**src/shared/adc_consts.svh**
```systemverilog
// Constants for the serial converter pin interface: widths, counts and timing.
`ifndef ADC_CONSTS_SVH
`define ADC_CONSTS_SVH

// ----------------------------------------------------------------------------
// Widths and sizes
// ----------------------------------------------------------------------------
`define RESULT_WIDTH 12
`define CTRL_WIDTH 8
`define FIFO_DEPTH 16

// ----------------------------------------------------------------------------
// Control byte bit positions and serial counts
// ----------------------------------------------------------------------------
`define CTRL_INT_CLK_BIT 0
`define TRACK_START_BIT 4'h5
`define HOLD_BIT 4'h8
`define RESULT_MSB_INDEX 4'hb

// ----------------------------------------------------------------------------
// Shutdown pin levels
// ----------------------------------------------------------------------------
`define SHUTDOWN_LEVEL_IN_LEVEL_LOW 2'h0
`define SHUTDOWN_LEVEL_IN_LEVEL_HIGH 2'h3

// ----------------------------------------------------------------------------
// Timing
// ----------------------------------------------------------------------------
`define MCLK_PERIOD_NS 20
`define CONV_TIME_NS 10000
`define CONV_CYCLES (`CONV_TIME_NS / `MCLK_PERIOD_NS)
`define CONV_TIMER_WIDTH 10

`endif

```
**src/shared/adc_pkg.sv**
```systemverilog
// Types shared by the serial converter pin interface.
package adc_pkg;

  // Output side of the serial link.
  typedef enum logic [1:0] {
    TX_IDLE = 2'b00,
    TX_STROBE = 2'b01,
    TX_CONVERT = 2'b10,
    TX_SHIFT = 2'b11
  } tx_state_t;

  // Control byte as it arrives, start bit first.
  typedef struct packed {
    logic start;
    logic [2:0] chan;
    logic [2:0] opts;
    logic int_clk;
  } ctrl_t;

  // Power state derived from the three-level shutdown pin.
  typedef struct packed {
    logic powered_down;
    logic internal_comp;
  } power_t;

endpackage

```
**src/design/serial_adc_pin_interface.sv**
```systemverilog
// Pin-level serial interface of an 8-channel 12-bit converter, with its sample FIFO.
`timescale 1ns/1ps
`include "adc_consts.svh"
// ----------------------------------------------------------------------------
// Sample FIFO
// ----------------------------------------------------------------------------
module sample_fifo #(
  parameter int WIDTH = 12,
  parameter int DEPTH = 16
) (
  input wire logic mclk_i,
  input wire logic reset_i,
  input wire logic in_valid_i,
  input wire logic [WIDTH-1:0] in_data_i,
  output logic in_ready_o,
  output logic out_valid_o,
  output logic [WIDTH-1:0] out_data_o,
  input wire logic out_ready_i
);
  localparam int AW = $clog2(DEPTH);
  logic [WIDTH-1:0] mem_r [DEPTH];
  logic [AW-1:0] wr_ptr_r, wr_ptr_nxt, rd_ptr_r, rd_ptr_nxt;
  logic [AW:0] count_r, count_nxt;
  logic ready_r, ready_nxt, push, pop;
  always_comb begin
    push = in_valid_i & ready_r;
    pop = (count_r != '0) & out_ready_i;
    wr_ptr_nxt = push ? wr_ptr_r + AW'(1) : wr_ptr_r;
    rd_ptr_nxt = pop ? rd_ptr_r + AW'(1) : rd_ptr_r;
    count_nxt = count_r + (AW+1)'(push) - (AW+1)'(pop);
    // Registered ready keeps the block's own ready output glitch free.
    ready_nxt = count_nxt < (AW+1)'(DEPTH);
  end
  always_ff @(posedge mclk_i) begin
    if (reset_i) begin
      wr_ptr_r <= '0;
      rd_ptr_r <= '0;
      count_r <= '0;
      ready_r <= 1'b0;
    end else begin
      wr_ptr_r <= wr_ptr_nxt;
      rd_ptr_r <= rd_ptr_nxt;
      count_r <= count_nxt;
      ready_r <= ready_nxt;
    end
  end
  always_ff @(posedge mclk_i) begin
    if (push) begin
      mem_r[wr_ptr_r] <= in_data_i;
    end
  end
  assign in_ready_o = ready_r;
  assign out_valid_o = count_r != '0;
  assign out_data_o = mem_r[rd_ptr_r];
endmodule

// ----------------------------------------------------------------------------
// Serial interface top
// ----------------------------------------------------------------------------
module serial_adc_pin_interface
  import adc_pkg::*;
(
  input wire logic mclk_i,
  input wire logic reset_i,
  input wire logic sclk_i,
  input wire logic cs_n_i,
  input wire logic din_i,
  input wire logic [1:0] shutdown_level_in_i,
  input wire logic sample_valid_i,
  input wire logic [`RESULT_WIDTH-1:0] sample_data_i,
  output logic sample_ready_o,
  output logic dout_o,
  output logic dout_oe_o,
  output logic conversion_strobe_o,
  output logic conversion_strobe_oe_o,
  output logic track_o,
  output ctrl_t ctrl_byte_o,
  output logic ctrl_valid_o,
  output power_t power_o
);
  // Pin synchronisers hold {sclk, select, data}; only the second stage reads the first.
  logic [2:0] sclk_s1_r, sclk_s2_r;
  logic [1:0] shutdown_level_in_s1_r, shutdown_level_in_s2_r;
  logic sclk_s3_r, sclk_rise, sclk_fall, cs_low, din_sync, fifo_valid, fifo_pop;
  tx_state_t tx_state_r, tx_state_nxt;
  logic rx_active_r, rx_active_nxt, hold_pending_r, hold_pending_nxt, int_mode_r, int_mode_nxt;
  logic [3:0] rx_cnt_r, rx_cnt_nxt, out_cnt_r, out_cnt_nxt;
  logic [`CTRL_WIDTH-1:0] rx_shift_r, rx_shift_nxt;
  logic [`RESULT_WIDTH-1:0] result_r, result_nxt;
  logic [`CONV_TIMER_WIDTH-1:0] timer_r, timer_nxt;
  logic dout_r, dout_nxt, dout_oe_r, dout_oe_nxt, strobe_r, strobe_nxt, strobe_oe_r, strobe_oe_nxt;
  logic track_r, track_nxt, ctrl_valid_r, ctrl_valid_nxt;
  ctrl_t ctrl_r, ctrl_nxt;
  power_t power_r, power_nxt;
  logic [`RESULT_WIDTH-1:0] fifo_data;
  sample_fifo #(.WIDTH(`RESULT_WIDTH), .DEPTH(`FIFO_DEPTH)) u_fifo (
    .mclk_i(mclk_i),
    .reset_i(reset_i),
    .in_valid_i(sample_valid_i),
    .in_data_i(sample_data_i),
    .in_ready_o(sample_ready_o),
    .out_valid_o(fifo_valid),
    .out_data_o(fifo_data),
    .out_ready_i(fifo_pop)
  );
  // --------------------------------------------------------------------------
  // Synchronisers
  // --------------------------------------------------------------------------
  // Reset loads the idle pin levels, so no false select or clock edge follows reset.
  always_ff @(posedge mclk_i) begin
    if (reset_i) begin
      sclk_s1_r <= 3'h2;
      sclk_s2_r <= 3'h2;
      sclk_s3_r <= 1'b0;
      shutdown_level_in_s1_r <= `SHUTDOWN_LEVEL_IN_LEVEL_HIGH;
      shutdown_level_in_s2_r <= `SHUTDOWN_LEVEL_IN_LEVEL_HIGH;
    end else begin
      sclk_s1_r <= {sclk_i, cs_n_i, din_i};
      sclk_s2_r <= sclk_s1_r;
      sclk_s3_r <= sclk_s2_r[2];
      shutdown_level_in_s1_r <= shutdown_level_in_i;
      shutdown_level_in_s2_r <= shutdown_level_in_s1_r;
    end
  end
  assign din_sync = sclk_s2_r[0];
  assign cs_low = ~sclk_s2_r[1];
  assign sclk_rise = sclk_s2_r[2] & ~sclk_s3_r;
  assign sclk_fall = ~sclk_s2_r[2] & sclk_s3_r;
  // --------------------------------------------------------------------------
  // Serial engine
  // --------------------------------------------------------------------------
  always_comb begin
    tx_state_nxt = tx_state_r;
    rx_active_nxt = rx_active_r;
    rx_cnt_nxt = rx_cnt_r;
    rx_shift_nxt = rx_shift_r;
    hold_pending_nxt = hold_pending_r;
    int_mode_nxt = int_mode_r;
    result_nxt = result_r;
    out_cnt_nxt = out_cnt_r;
    timer_nxt = timer_r;
    dout_nxt = dout_r;
    strobe_nxt = strobe_r;
    track_nxt = track_r;
    ctrl_nxt = ctrl_r;
    ctrl_valid_nxt = 1'b0;
    fifo_pop = 1'b0;
    power_nxt.powered_down = shutdown_level_in_s2_r == `SHUTDOWN_LEVEL_IN_LEVEL_LOW;
    power_nxt.internal_comp = shutdown_level_in_s2_r == `SHUTDOWN_LEVEL_IN_LEVEL_HIGH;
    if (power_nxt.powered_down || !cs_low) begin
      // Select high drops any partial byte and any running conversion.
      rx_active_nxt = 1'b0;
      rx_cnt_nxt = 4'h0;
      hold_pending_nxt = 1'b0;
      track_nxt = 1'b0;
      tx_state_nxt = TX_IDLE;
      dout_nxt = 1'b0;
      strobe_nxt = int_mode_r;
    end else begin
      // Receiver: the first one after select falls opens the byte.
      if (sclk_rise && tx_state_r != TX_CONVERT && !hold_pending_r) begin
        if (rx_active_r) begin
          rx_shift_nxt = {rx_shift_r[`CTRL_WIDTH-2:0], din_sync};
          rx_cnt_nxt = rx_cnt_r + 4'h1;
          if (rx_cnt_r + 4'h1 == `HOLD_BIT) begin
            rx_active_nxt = 1'b0;
            hold_pending_nxt = 1'b1;
          end
        end else if (din_sync) begin
          rx_active_nxt = 1'b1;
          rx_shift_nxt = {{(`CTRL_WIDTH-1){1'b0}}, 1'b1};
          rx_cnt_nxt = 4'h1;
        end
      end
      if (sclk_fall) begin
        if (rx_active_r && rx_cnt_r == `TRACK_START_BIT) begin
          track_nxt = 1'b1;
        end
        if (hold_pending_r) begin
          // Hold: the sample leaves the FIFO and the conversion begins.
          hold_pending_nxt = 1'b0;
          track_nxt = 1'b0;
          ctrl_nxt = ctrl_t'(rx_shift_r);
          ctrl_valid_nxt = 1'b1;
          int_mode_nxt = rx_shift_r[`CTRL_INT_CLK_BIT];
          fifo_pop = fifo_valid;
          result_nxt = fifo_valid ? fifo_data : '0;
          dout_nxt = 1'b0;
          if (rx_shift_r[`CTRL_INT_CLK_BIT]) begin
            strobe_nxt = 1'b0;
            timer_nxt = `CONV_TIMER_WIDTH'(`CONV_CYCLES - 1);
            tx_state_nxt = TX_CONVERT;
          end else begin
            strobe_nxt = 1'b1;
            tx_state_nxt = TX_STROBE;
          end
        end else if (tx_state_r == TX_STROBE) begin
          // The MSB decision follows one serial period of strobe.
          strobe_nxt = 1'b0;
          dout_nxt = result_r[`RESULT_MSB_INDEX];
          out_cnt_nxt = `RESULT_MSB_INDEX;
          tx_state_nxt = TX_SHIFT;
        end else if (tx_state_r == TX_SHIFT) begin
          if (out_cnt_r != 4'h0) begin
            dout_nxt = result_r[out_cnt_r - 4'h1];
            out_cnt_nxt = out_cnt_r - 4'h1;
          end else begin
            dout_nxt = 1'b0;
            tx_state_nxt = TX_IDLE;
          end
        end
      end
      if (tx_state_r == TX_CONVERT) begin
        if (timer_r == '0) begin
          // Internal clock finished: MSB is ready before the host's next rise.
          strobe_nxt = 1'b1;
          dout_nxt = result_r[`RESULT_MSB_INDEX];
          out_cnt_nxt = `RESULT_MSB_INDEX;
          tx_state_nxt = TX_SHIFT;
        end else begin
          timer_nxt = timer_r - `CONV_TIMER_WIDTH'(1);
        end
      end
    end
    dout_oe_nxt = cs_low;
    strobe_oe_nxt = int_mode_nxt | cs_low;
  end
  always_ff @(posedge mclk_i) begin
    if (reset_i) begin
      tx_state_r <= TX_IDLE;
      rx_active_r <= 1'b0;
      rx_cnt_r <= 4'h0;
      rx_shift_r <= '0;
      hold_pending_r <= 1'b0;
      int_mode_r <= 1'b0;
      result_r <= '0;
      out_cnt_r <= 4'h0;
      timer_r <= '0;
      dout_r <= 1'b0;
      dout_oe_r <= 1'b0;
      strobe_r <= 1'b0;
      strobe_oe_r <= 1'b0;
      track_r <= 1'b0;
      ctrl_r <= '0;
      ctrl_valid_r <= 1'b0;
      power_r <= '0;
    end else begin
      tx_state_r <= tx_state_nxt;
      rx_active_r <= rx_active_nxt;
      rx_cnt_r <= rx_cnt_nxt;
      rx_shift_r <= rx_shift_nxt;
      hold_pending_r <= hold_pending_nxt;
      int_mode_r <= int_mode_nxt;
      result_r <= result_nxt;
      out_cnt_r <= out_cnt_nxt;
      timer_r <= timer_nxt;
      dout_r <= dout_nxt;
      dout_oe_r <= dout_oe_nxt;
      strobe_r <= strobe_nxt;
      strobe_oe_r <= strobe_oe_nxt;
      track_r <= track_nxt;
      ctrl_r <= ctrl_nxt;
      ctrl_valid_r <= ctrl_valid_nxt;
      power_r <= power_nxt;
    end
  end
  assign dout_o = dout_r;
  assign dout_oe_o = dout_oe_r;
  assign conversion_strobe_o = strobe_r;
  assign conversion_strobe_oe_o = strobe_oe_r;
  assign track_o = track_r;
  assign ctrl_byte_o = ctrl_r;
  assign ctrl_valid_o = ctrl_valid_r;
  assign power_o = power_r;
endmodule

```
**config.mk**
```make
export PLATFORM = sky130hd
export DESIGN_NAME = serial_adc_pin_interface
export DESIGN_NICKNAME = d
export VERILOG_FILES = /design/src/shared/adc_pkg.sv /design/src/design/serial_adc_pin_interface.sv
export VERILOG_INCLUDE_DIRS = /design/src /design/src/shared
export SDC_FILE = /design/constraint.sdc
export NUM_CORES = 1
export LEC_CHECK = 0
export BUFFER_PORTS_ARGS = -buffer_cell sky130_fd_sc_hd__buf_2
export CORE_MARGIN = 1.5
export CORE_UTILIZATION = 24
export CTS_BUF_LIST = sky130_fd_sc_hd__clkbuf_4 sky130_fd_sc_hd__clkbuf_8
export DETAILED_ROUTE_END_ITERATION = 8
export PLACE_DENSITY_LB_ADDON = 0.15
export RECOVER_POWER = 50
export SLEW_MARGIN = 30
export SYNTH_ARGS = -nofsm -noshare
export SYNTH_HDL_FRONTEND = slang
export SYNTH_SLANG_ARGS = --single-unit
```
**constraint.sdc**
```tcl
create_clock -name mclk_i -period 3.2 [get_ports mclk_i]
set_input_delay 0.32 -clock mclk_i [delete_from_list [all_inputs] [get_ports mclk_i]]
set_output_delay 0.32 -clock mclk_i [all_outputs]
set_load 0.01 [all_outputs]
```
==> summary.txt, run 1 <==
Global route
  – GR Overflow Total: 0
  – Initial antenna violation count: 0
  – Global-route wire length before repair: 42.5 mm
  – Met1 usage: 16.0%
  – Gr busiest metal: met2
  – GR Util All Layers: between 10% and 20%
  – Global Route met2 Usage: 19.3%
  – Largest net degree at the start of global routing: 63
  – Vias in the first global route: 6736
  – Met3 global-route usage: 2.41%

Power and ir drop
  – Combinational power share: 4.9%
  – VDD IR max: between 0.0003 and 0.0004 V
  – Pleak: 0.00430 uW
  – Power per cell area: 583 mW/mm^2
  – Seq pwr share: 51.7%
  – Switch share: 23.3%
  – P_int: 5910 uW
  – Power Total: 7700 uW
  – Clock Power Share: 43.4%
  – Net switching power: 1790 uW

Synth
  – Avg Cell Area, Syn: 15.2 um^2
  – Number of library cell types mapped by synthesis: 61
  – Syn_nets: 766
  – Synth top area cells: edfxtp_1 (52%), dfxtp_1 (16%), mux4_2 (10%)
  – Ys Warns: 0
  – EDFF count, synth: between 150 and 200
  – Register area share after synthesis: about two thirds
  – Ys async rst share: 0%
  – Post-synthesis cell area: 0.0111 mm^2
  – Post-synth top area share: between 50% and 60%
  – Ys flop type: edfxtp_1
  – Cells after Synth: 730
  – Synth area leader: edfxtp_1
  – #FFs+latches synth: 280

Worst setup path
  – CP Launch Type: register
  – Crit path buf inv count: 4
  – Critical-path maximum fanout: 2
  – Crit path cell chain: inv_1 -> ha_1 -> nor4b_1 -> nor3_1 -> ha_1 -> inv_1 -> ha_1 -> inv_1 -> fa_1 -> inv_1 -> a21oi_1 -> o21bai_1 -> xnor2_1 -> and2_1
  – Req. time, crit path: 3.70 ns
  – CP max-delay cell: fa_1
  – Crit path DAT: 3.14 ns
  – Crit Reg-Reg Startpoint: u_fifo.count_r[3]$_SDFF_PP0_
  – Critical Path End Type: register
  – WS Path Type: register to register
  – Worst Setup SP: u_fifo.count_r[3]$_SDFF_PP0_
  – Crit-path max cell delay: roughly 0.43 ns
  – CP delay by family, top: adder cells
  – Cell mode on critical path: inv_1
  – FF-to-FF setup slack: 0.56 ns

STA
  – RSZ-0062 raised after global routing: false
  – Final slew viol count: 0
  – Worst Clk Skew: about 0.044 ns
  – Hold Vio Cnt, Final: 0
  – Final setup TNS: 0 ns
  – Relative slew margins: 27.0%
  – Worst Hold Slack: between 0.2 and 0.25 ns
  – Period utilization: 82.5%
  – Fmax: 0.379 GHz
  – Slew @ Worst Pin: 1.09 ns
  – Final Critical Period: 2.64 ns
  – Final worst slack: between 0.5 and 0.6 ns
  – Finish-stage setup viols: 0

Clock network
  – CTS buffer count: 48
  – Worst-path clk slew: 0.07 ns
  – CTS Sinks: 280
  – CTS tree: done
  – Clk_lat worst skew: roughly 0.63 ns
  – Setup Buffers After CTS: 0
  – CTS Buffer Depth: 3
  – H-tree levels: 2
  – CTS root buf: clkbuf_8

Detailed routing
  – Initial DRC Count: between 400 and 500
  – Vias/cell: roughly 4.4
  – Vias post-DR: 6384
  – Routed Antenna Nets: 0
  – DRC: 0
  – 1st-pass router iterations: 5
  – DR WL/cell: 19.0 um
  – WL final: 27.9 mm

Outcome
  – Status: complete, no violations

Placement
  – I/O Buffers: 36
  – Half-perimeter wire length after placement: 16.9 mm
  – Pre-CTS WS: 0.498 ns
  – Routability Congestion: approximately 0.69

Cells and area
  – ANT cells: 0
  – Post-Route Utilization: 29.0%
  – Area grow syn2layout: 18.9%
  – Final net count: 863
  – Layout cells sized above 1: 22.1%

Run
  – Maxcap violations: 0

Die
  – Die height: 218 um
  – Core area: 0.0456 mm^2
  – Die Wd: 218 um
  – Rows: 78
  – Num ports: 37
  – Initial core utilization: roughly a quarter
  – Full die area: 0.0476 mm^2

Worst hold path
  – Origin of the worst min-delay path: sample_data_i[7]
  – Worst Hold Class: input port to register
synthesized netlist by cell type, drive strengths merged, types with 6 or more instances:
library cell,n
edfxtp,192
mux2i,28
buf,13
nand3,6
or2,6
inv,22
nor2,67
nand2,35
a22oi,6
nand2b,9
mux4,51
nor3,17
ha,15
xor2,7
a21oi,35
a211oi,6
nor2b,10
a21o,13
o21ai,14
clkbuf,20
o22ai,13
dfxtp,88
routing by layer:
metal  vias up  wire (um)
met2       133      13000
met1      3192      13000
met4         0        769
li1       3003          -
met3        56       1040
met5         -          0
flip-flops by register name (all words and copies together) (netlist names), 3 cells and up, named ones only:
signal	flops
result_r	12
out_cnt_r	4
ctrl_byte_o	8
u_fifo.mem_r	192
rx_shift_r	8
sclk_s2_r	3
sclk_s1_r	3
u_fifo.rd_ptr_r	4
u_fifo.count_r	5
rx_cnt_r	4
u_fifo.wr_ptr_r	4
timer_r	10
power groups by stage:
stage,Clock [uW],Sequential [uW],Combinational (uW)
after floorplan,0,4050,233
after global placement,0,4060,397
after detailed placement,0,4060,392
after CTS,3510,3980,399
after global routing,3630,3990,431
final,3340,3980,376
path summary, 6_finish.rpt:
check | end | cells after the start
worst max register to register | u_fifo.count_r[4]$_SDFF_PP0_ | 14
worst min-delay path | u_fifo.mem_r[14][7]$_DFFE_PP_ | 1
worst min register to register | sclk_s2_r[1]$_SDFF_PP1_ | 1
worst max-delay path | u_fifo.count_r[4]$_SDFF_PP0_ | 14
final cells by class:
class	instances	area (um^2)
clock buffers	62	797
clock inverters	27	193
fillers	4620	32400
inverters	22	82.6
multi-input cells	395	3370
flip-flops and latches	280	7530
well taps	600	751
repair buffers	80	485
timing repair:
item | CTS | global route
hold buffers | 6 | 0
resized for setup | 0 | 0
setup endpoints to repair | 0 | 0
endpoints found under the hold margin | 13 | 0
logic make-up after synthesis:
group / synth area share, %
compound gates: 6.77
buf+inv: 2.04
fa+ha+maj: 1.87
flops: 67.7
xor+xnor: 0.867
simple gates: 7.86
mux: 12.9
stage by stage:
step,cells,instance area [um^2]
2_1_floorplan,730,11100
3_3_place_gp,1371,12200
3_5_place_dp,1371,12200
4_1_cts,1466,13300
5_1_grt,1466,13200
6_report,1466,13200
cell usage in the layout (no fill, tap or decap), types with 15 or more instances in the layout:
| cell type | netlist | final |
|---|---|---|
| a21oi_1 | 35 | 35 |
| buf_4 | 1 | 33 |
| clkbuf_1 | 20 | 34 |
| clkbuf_8 | 0 | 53 |
| dfxtp_1 | 88 | 85 |
| edfxtp_1 | 192 | 192 |
| ha_1 | 15 | 15 |
| inv_1 | 22 | 22 |
| mux2i_1 | 28 | 28 |
| mux4_2 | 51 | 51 |
| nand2_1 | 35 | 35 |
| nor2_1 | 66 | 66 |
No activity file was read; power rests on OpenSTA's default activity.
==> run 2, diff against run 1 <==
--- a/config.mk
+++ b/config.mk
@@ -6,6 +6,7 @@
 export SDC_FILE = /design/constraint.sdc
 export NUM_CORES = 1
 export LEC_CHECK = 0
+export ABC_AREA = 1
 export BUFFER_PORTS_ARGS = -buffer_cell sky130_fd_sc_hd__buf_2
 export CORE_MARGIN = 1.5
 export CORE_UTILIZATION = 24
==> constraint.sdc (replaced) <==
create_clock -name mclk_i -period 2.5 [get_ports mclk_i]
set_input_delay 0.25 -clock mclk_i [delete_from_list [all_inputs] [get_ports mclk_i]]
set_output_delay 0.25 -clock mclk_i [all_outputs]
set_load 0.01 [all_outputs]
==> run 2 against run 1 <==
Global-route usage down 0.42 points. Final area up 5.3%. Critical endpoint unchanged. Setup slack worse by 0.41 ns.
==> summary.txt, run 2 <==
Global route
  – Met3 global-route usage: 2.27% (-0.14 points)
  – GR Util All Layers: 11.7% (-0.42 points)
  – Vias in the first global route: 7803 (+16%)
  – Initial antenna violation count: 0 (unchanged)
  – Met1 usage: 15.6% (-0.35 points)
  – Gr busiest metal: met2
  – Largest net degree at the start of global routing: 74 (+17%)
  – Global Route met2 Usage: 19.0% (-0.33 points)
  – GR Overflow Total: 0 (unchanged)
  – Global-route wire length before repair: 45.3 mm (+6.8%)

STA
  – Final worst slack: 0.151 ns (-0.409 ns)
  – Fmax: 0.426 GHz (+12%)
  – Worst Clk Skew: 0.0396 ns (-0.00484 ns)
  – Relative slew margins: 43.4% (+16 points)
  – Slew @ Worst Pin: 0.849 ns (-0.246 ns)
  – Hold Vio Cnt, Final: 0 (unchanged)
  – Period utilization: 93.9% (+11 points)
  – Worst Hold Slack: 0.0615 ns (-0.148 ns)
  – Final slew viol count: 0 (unchanged)
  – Finish-stage setup viols: 0 (unchanged)
  – Final Critical Period: 2.35 ns (-0.291 ns)

Cells and area
  – Number of non-filler instances in the completed layout: 1929 (+32%)
  – Fin area: 0.0139 mm^2 (+5.3%)
  – Max FFs per register: 192 (unchanged)
  – Post-Route Utilization: 28.5% (-0.50 points)
  – ANT cells: 0 (unchanged)
  – Most flops, register: u_fifo.mem_r
  – Area grow syn2layout: 17.6%
  – Top Registers: u_fifo.mem_r: 192 flops, result_r: 12 flops, timer_r: 10 flops
  – Final net count: 1266 (+47%)
  – Most common cell after layout, fill and taps aside: edfxtp_1
  – Commonest non-fill, non-tap cells in the layout: edfxtp_1 (192), nand2_1 (163), inv_1 (156), nand3_1 (100), a21oi_1 (91)
  – Layout cells sized above 1: 15.4% (-6.6 points)

Worst setup path
  – Critical-path maximum fanout: 3 (+1)
  – Crit path buf inv count: 6 (+2)
  – CP Launch Type: register
  – Crit-path max cell delay: 0.35 ns (-0.08 ns)
  – Critical Path End Type: register
  – Crit Reg-Reg Startpoint: sclk_s2_r[2]$_SDFF_PP0_
  – FF-to-FF setup slack: 0.15 ns (-0.41 ns)
  – Worst Setup SP: sclk_s2_r[2]$_SDFF_PP0_
  – WP depth: 18 (+4)
  – Reg2reg end: u_fifo.count_r[4]$_SDFF_PP0_
  – Crit path cell chain: inv_2 -> nand2_4 -> nor2_4 -> nand2_4 -> inv_4 -> nand2_4 -> clkinv_4 -> ha_4 -> inv_4 -> ha_4 -> inv_2 -> fa_2 -> nor2_1 -> nor2_1 -> o21bai_1 -> xnor2_1 -> inv_1 -> nor2_1
  – Reg2Reg Depth: 18 (+4)
  – WS Path Type: register to register
  – CP max-delay cell: fa_2
  – Req. time, crit path: 3.00 ns (-0.70 ns)
  – CP endpoint: u_fifo.count_r[4]$_SDFF_PP0_
  – CP delay by family, top: adder cells
  – Crit path DAT: 2.84 ns (-0.30 ns)

Detailed routing
  – WL final: 29.3 mm (+5.2%)
  – 1st-pass router iterations: 5 (unchanged)
  – DR WL/cell: 15.2 um (-20%)
  – Initial DRC Count: 398 (-5.9%)
  – Vias post-DR: 8050 (+26%)
  – Vias/cell: 4.17 (-4.2%)
  – Routed Antenna Nets: 0 (unchanged)
  – DRC: 0 (unchanged)

Placement
  – Half-perimeter wire length after placement: 18.1 mm (+7.0%)
  – Routability Congestion: 0.727 (+4.6%)
  – Placed cells: 1833 (+34%)
  – Placed inst area: 0.0129 mm^2 (+5.5%)
  – I/O Buffers: 36 (unchanged)
  – Pre-CTS WS: -0.000525 ns (-0.498 ns)

Synth
  – Number of library cell types mapped by synthesis: 45 (-26%)
  – Syn_nets: 1180 (+54%)
  – Cells after Synth: 1144 (+57%)
  – Avg Cell Area, Syn: 10.3 um^2 (-32%)
  – Synth area leader: edfxtp_1
  – Ys async rst share: 0% (unchanged)
  – Commonest cells post-synth: edfxtp_1 (192), nand2_1 (163), inv_1 (160)
  – Synth top area cells: edfxtp_1 (49%), dfxtp_1 (15%), nand2_1 (5.2%)
  – Post-synth top area share: 48.7% (-3.2 points)
  – #FFs+latches synth: 280 (unchanged)
  – Ys Warns: 0 (unchanged)
  – EDFF count, synth: 192 (unchanged)
  – Post-synthesis cell area: 0.0118 mm^2 (+6.5%)
  – Ys flop type: edfxtp_1
  – Most frequent cell after synthesis: edfxtp_1
  – Register area share after synthesis: 63.6% (-4.2 points)

Outcome
  – Status: complete, no violations

Power and ir drop
  – Pleak: 0.00503 uW (+17%)
  – Power per cell area: 690 mW/mm^2 (+18%)
  – VDD IR max: 0.000426 V (+28%)

Die
  – Core area: 0.0488 mm^2 (+7.2%)
  – Full die area: 0.0507 mm^2 (+6.4%)
  – Num ports: 37 (unchanged)
  – Initial core utilization: 24.2% (-0.15 points)
  – Die Wd: 225 um (+3.2%)
  – Rows: 81 (+3.8%)
  – Die height: 225 um (+3.2%)

Clock network
  – CTS Sinks: 280 (unchanged)
  – CTS Buffer Depth: 3 (unchanged)
  – CTS tree: done
  – CTS buffer count: 47 (-2.1%)
  – Clk_lat worst skew: 0.59 ns (-0.04 ns)
  – Worst-path clk slew: 0.06 ns (about the same)
  – CTS root buf: clkbuf_8
  – H-tree levels: 2 (unchanged)

Run
  – Maxcap violations: 0 (unchanged)

Worst hold path
  – Worst Hold Class: input port to register
[run 2: cell types whose count changed in the layout (fill, tap and decap cells not counted), moves of 18 or more]
cell	before	now
a21oi_1	35	91
nand2_1	35	163
mux2i_1	28	0
nand3_1	6	100
o211ai_1	0	48
inv_1	22	156
clkbuf_1	34	13
mux4_2	51	0
buf_2	6	24
o21ai_0	13	81
[run 2: logic make-up after synthesis]
| group | Yosys count | synth area share (%) |
|---|---|---|
| fa+ha+maj | 16 | 1.75 |
| compound gates | 238 | 11.5 |
| simple gates | 387 | 14.8 |
| flops | 280 | 63.6 |
| buf+inv | 219 | 8.00 |
| xor+xnor | 4 | 0.296 |
[run 2: report_power, final]
part,leakage (uW),switching (uW),internal [uW]
sequential,0.00244,39.0,5060
clock,0.000478,1840,2110
combinational,0.00211,370,191
[run 2: cell type report]
cell class	count	area (um^2)
clock inverters	14	67.6
flip-flops and latches	280	7540
repair buffers	88	604
fillers	5223	34900
multi-input cells	645	3410
well taps	664	831
inverters	168	641
clock buffers	70	826
[run 2: worst register-to-register path: stages, from the launching register on]
cell and delay, ns:
dfxtp_2 0.33, inv_2 0.07, nand2_4 0.06, nor2_4 0.18, nand2_4 0.08, inv_4 0.06, nand2_4 0.05, clkinv_4 0.05
ha_4 0.20, inv_4 0.05, ha_4 0.12, inv_2 0.03, fa_2 0.35, nor2_1 0.10, nor2_1 0.05, o21bai_1 0.17
xnor2_1 0.17, inv_1 0.06, nor2_1 0.09
[run 2: worst min-delay path by stage]
stage | from | end | slack [ns] | cells past startpoint
after floorplan | sample_data_i[0] | u_fifo.mem_r[0][0]$_DFFE_PP_ | 0.35 | 0
after global placement | shutdown_level_in_s1_r[0]$_SDFF_PP1_ | shutdown_level_in_s2_r[0]$_SDFF_PP1_ | 0.40 | 1
after detailed placement | shutdown_level_in_s1_r[1]$_SDFF_PP1_ | shutdown_level_in_s2_r[1]$_SDFF_PP1_ | 0.40 | 1
after CTS | reset_i | result_r[6]$_SDFFE_PP0P_ | 0.01 | 2
after global routing | reset_i | result_r[7]$_SDFFE_PP0P_ | 0.05 | 2
final | reset_i | result_r[0]$_SDFFE_PP0P_ | 0.06 | 2
[run 2: timing repair]
action	CTS	global route
pin swaps	1	10
hold endpoints to repair	6	0
setup buffers	1	5
hold buffers	6	0
resized for setup	0	15
endpoints found under the setup margin	2	2
[run 2: layer usage]
layer / part of all wire [%] / routed length, um / up-vias
met5: 0 / 0 / -
met4: 2.0 / 597 / 0
met3: 3.6 / 1060 / 44
met2: 46 / 13600 / 109
met1: 48 / 14100 / 3819
li1: - / - / 4078
[run 2: stage by stage]
step / power, uW / TNS, ns
floorplan: 5480 / 0
global placement: 5700 / 0
detailed placement: 5700 / -0.000525
CTS: 9750 / 0
global route: 10000 / -0.0156
finish: 9600 / 0
==> run 3, diff against run 2 <==
--- a/config.mk
+++ b/config.mk
@@ -6,7 +6,6 @@
 export SDC_FILE = /design/constraint.sdc
 export NUM_CORES = 1
 export LEC_CHECK = 0
-export ABC_AREA = 1
 export BUFFER_PORTS_ARGS = -buffer_cell sky130_fd_sc_hd__buf_2
 export CORE_MARGIN = 1.5
 export CORE_UTILIZATION = 24
==> run 3 against run 2 <==
Non-clock buffer count is 20 higher. Hold slack improved by 0.10 ns. Via count fell by 20%. Largest cell class unchanged. Highest routed layer is now met5. Flip-flop and latch count did not move. Routed wire length shrank 5.9%.
==> summary.txt, run 3 (synthesis gave the netlist of run 1 again) <==
Global route
  – GR Util All Layers: 11.9% (+0.18 points)
  – Largest net degree at the start of global routing: 63 (-15%)
  – Met1 usage: 15.7% (+0.037 points)
  – Met3 global-route usage: 2.62% (+0.35 points)
  – Global Route met2 Usage: 19.2% (+0.22 points)
  – Initial antenna violation count: 1 (+1)
  – Gr busiest metal: met2
  – Global-route wire length before repair: 42.3 mm (-6.7%)
  – GR Overflow Total: 0 (unchanged)
  – Vias in the first global route: 6789 (-13%)

Clock network
  – H-tree levels: 2 (unchanged)
  – CTS tree: done
  – CTS Sinks: 280 (unchanged)
  – CTS buffer count: 51 (+8.5%)
  – Clk_lat worst skew: 0.60 ns (about the same)
  – CTS root buf: clkbuf_8
  – CTS Buffer Depth: 3 (unchanged)
  – Worst-path clk slew: 0.06 ns (about the same)

Detailed routing
  – DR WL/cell: 18.4 um (+21%)
  – 1st-pass router iterations: 4 (-1)
  – Routed Antenna Nets: 0 (unchanged)
  – DRC: 0 (unchanged)
  – WL final: 27.6 mm (-5.9%)
  – Vias/cell: 4.31 (+3.2%)
  – Vias post-DR: 6453 (-20%)
  – Initial DRC Count: 456 (+15%)

Die
  – Die Wd: 218 um (-3.1%)
  – Die height: 218 um (-3.1%)
  – Num ports: 37 (unchanged)
  – Full die area: 0.0476 mm^2 (-6.0%)
  – Rows: 78 (-3.7%)
  – Core area: 0.0456 mm^2 (-6.7%)
  – Initial core utilization: 24.4% (+0.15 points)

Cells and area
  – Number of non-filler instances in the completed layout: 1498 (-22%)
  – Most flops, register: u_fifo.mem_r
  – Max FFs per register: 192 (unchanged)
  – Final net count: 894 (-29%)
  – Top Registers: u_fifo.mem_r: 192 flops, result_r: 12 flops, timer_r: 10 flops
  – Commonest non-fill, non-tap cells in the layout: edfxtp_1 (192), dfxtp_1 (83), nor2_1 (65), clkbuf_8 (58), mux4_2 (51)
  – Layout cells sized above 1: 26.3% (+11 points)
  – ANT cells: 0 (unchanged)
  – Area grow syn2layout: 22.6%
  – Post-Route Utilization: 29.9% (+1.4 points)
  – Most common cell after layout, fill and taps aside: edfxtp_1

Placement
  – Placed cells: 1391 (-24%)
  – Routability Congestion: 0.712 (-2.1%)
  – I/O Buffers: 36 (unchanged)
  – Pre-CTS WS: -0.0921 ns (-0.0915 ns)
  – Half-perimeter wire length after placement: 17.0 mm (-6.4%)

Worst setup path
  – Critical Path End Type: register
  – Critical-path maximum fanout: 2 (-1)
  – WS Path Type: register to register
  – Reg2Reg Depth: 14 (-4)
  – Req. time, crit path: 2.97 ns (-0.03 ns)
  – CP Launch Type: register
  – Crit path DAT: 2.87 ns (+0.03 ns)

Run
  – Maxcap violations: 0 (unchanged)

STA
  – Hold Vio Cnt, Final: 0 (unchanged)
  – Slew @ Worst Pin: 0.660 ns (-0.189 ns)
  – Final slew viol count: 0 (unchanged)
  – Final setup TNS: 0 ns (unchanged)
  – Final Critical Period: 2.40 ns (+0.0505 ns)
  – Finish-stage setup viols: 0 (unchanged)
  – Worst Hold Slack: 0.166 ns (+0.105 ns)
  – Fmax: 0.417 GHz (-2.1%)
  – Final worst slack: 0.101 ns (-0.0505 ns)
  – RSZ-0062 raised after global routing: true
  – Period utilization: 96.0% (+2.0 points)
  – Worst Clk Skew: 0.0336 ns (-0.00601 ns)
  – Relative slew margins: 56.0% (+13 points)

Outcome
  – Status: complete, no violations

Worst hold path
  – Worst Hold Class: input port to register
  – Worst hold stages: 3 (+1)

Power and ir drop
  – VDD IR max: 0.000395 V (-7.3%)
  – Power per cell area: 740 mW/mm^2 (+7.3%)
  – Pleak: 0.00452 uW (-10%)
run 3: cell type report:
type,count,area [um^2]
Fill cell,4597,32000
Sequential cell,280,7540
Multi-Input combinational cell,395,3430
Clock buffer,71,896
Timing Repair Buffer,108,787
Tap cell,600,751
Clock inverter,22,145
Inverter,22,82.6
run 3: routing by layer:
metal / vias to the layer above / share of wire, %
met5: - / 0.043
met4: 2 / 2.0
met3: 55 / 4.4
met2: 117 / 47
met1: 3214 / 47
li1: 3065 / -
run 3: worst paths after layout:
| path | slack, ns | endpoint | start |
|---|---|---|---|
| max | 0.10 | u_fifo.count_r[4]$_SDFF_PP0_ | u_fifo.count_r[2]$_SDFF_PP0_ |
| min | 0.17 | u_fifo.in_ready_o$_SDFF_PP0_ | reset_i |
| max reg2reg | 0.10 | u_fifo.count_r[4]$_SDFF_PP0_ | u_fifo.count_r[2]$_SDFF_PP0_ |
| min reg2reg | 0.41 | shutdown_level_in_s2_r[0]$_SDFF_PP1_ | shutdown_level_in_s1_r[0]$_SDFF_PP1_ |
run 3: what timing repair did:
| action | 4_1_cts | 5_1_grt |
|---|---|---|
| gates resized for setup | 6 | 6 |
| setup buffers | 1 | 0 |
| pin swaps | 5 | 6 |
| setup endpoints to repair | 2 | 2 |
| hold buffers | 14 | 0 |
| endpoints found under the hold margin | 108 | 0 |
run 3: where the power goes:
| group | internal [uW] | switching [uW] |
|---|---|---|
| registers | 5060 | 49.4 |
| logic | 291 | 328 |
| clock network | 2430 | 1930 |
| total | 7780 | 2310 |
run 3: critical path, cell delays in order, from the launching register on:
cell	delay, ns
dfxtp_2	0.32
inv_2	0.07
ha_4	0.12
nor4b_4	0.26
nor3_4	0.06
ha_1	0.29
inv_1	0.06
ha_2	0.18
inv_2	0.04
fa_2	0.36
inv_2	0.06
a21oi_2	0.04
o21bai_1	0.17
xnor2_1	0.11
and2_1	0.16
run 3: through the flow:
| stage | area [um^2] | total power, uW |
|---|---|---|
| after floorplan | 11100 | 5500 |
| after global placement | 12500 | 5800 |
| after detailed placement | 12500 | 5800 |
| after CTS | 13700 | 10300 |
| after global routing | 13600 | 10600 |
| final | 13600 | 10100 |
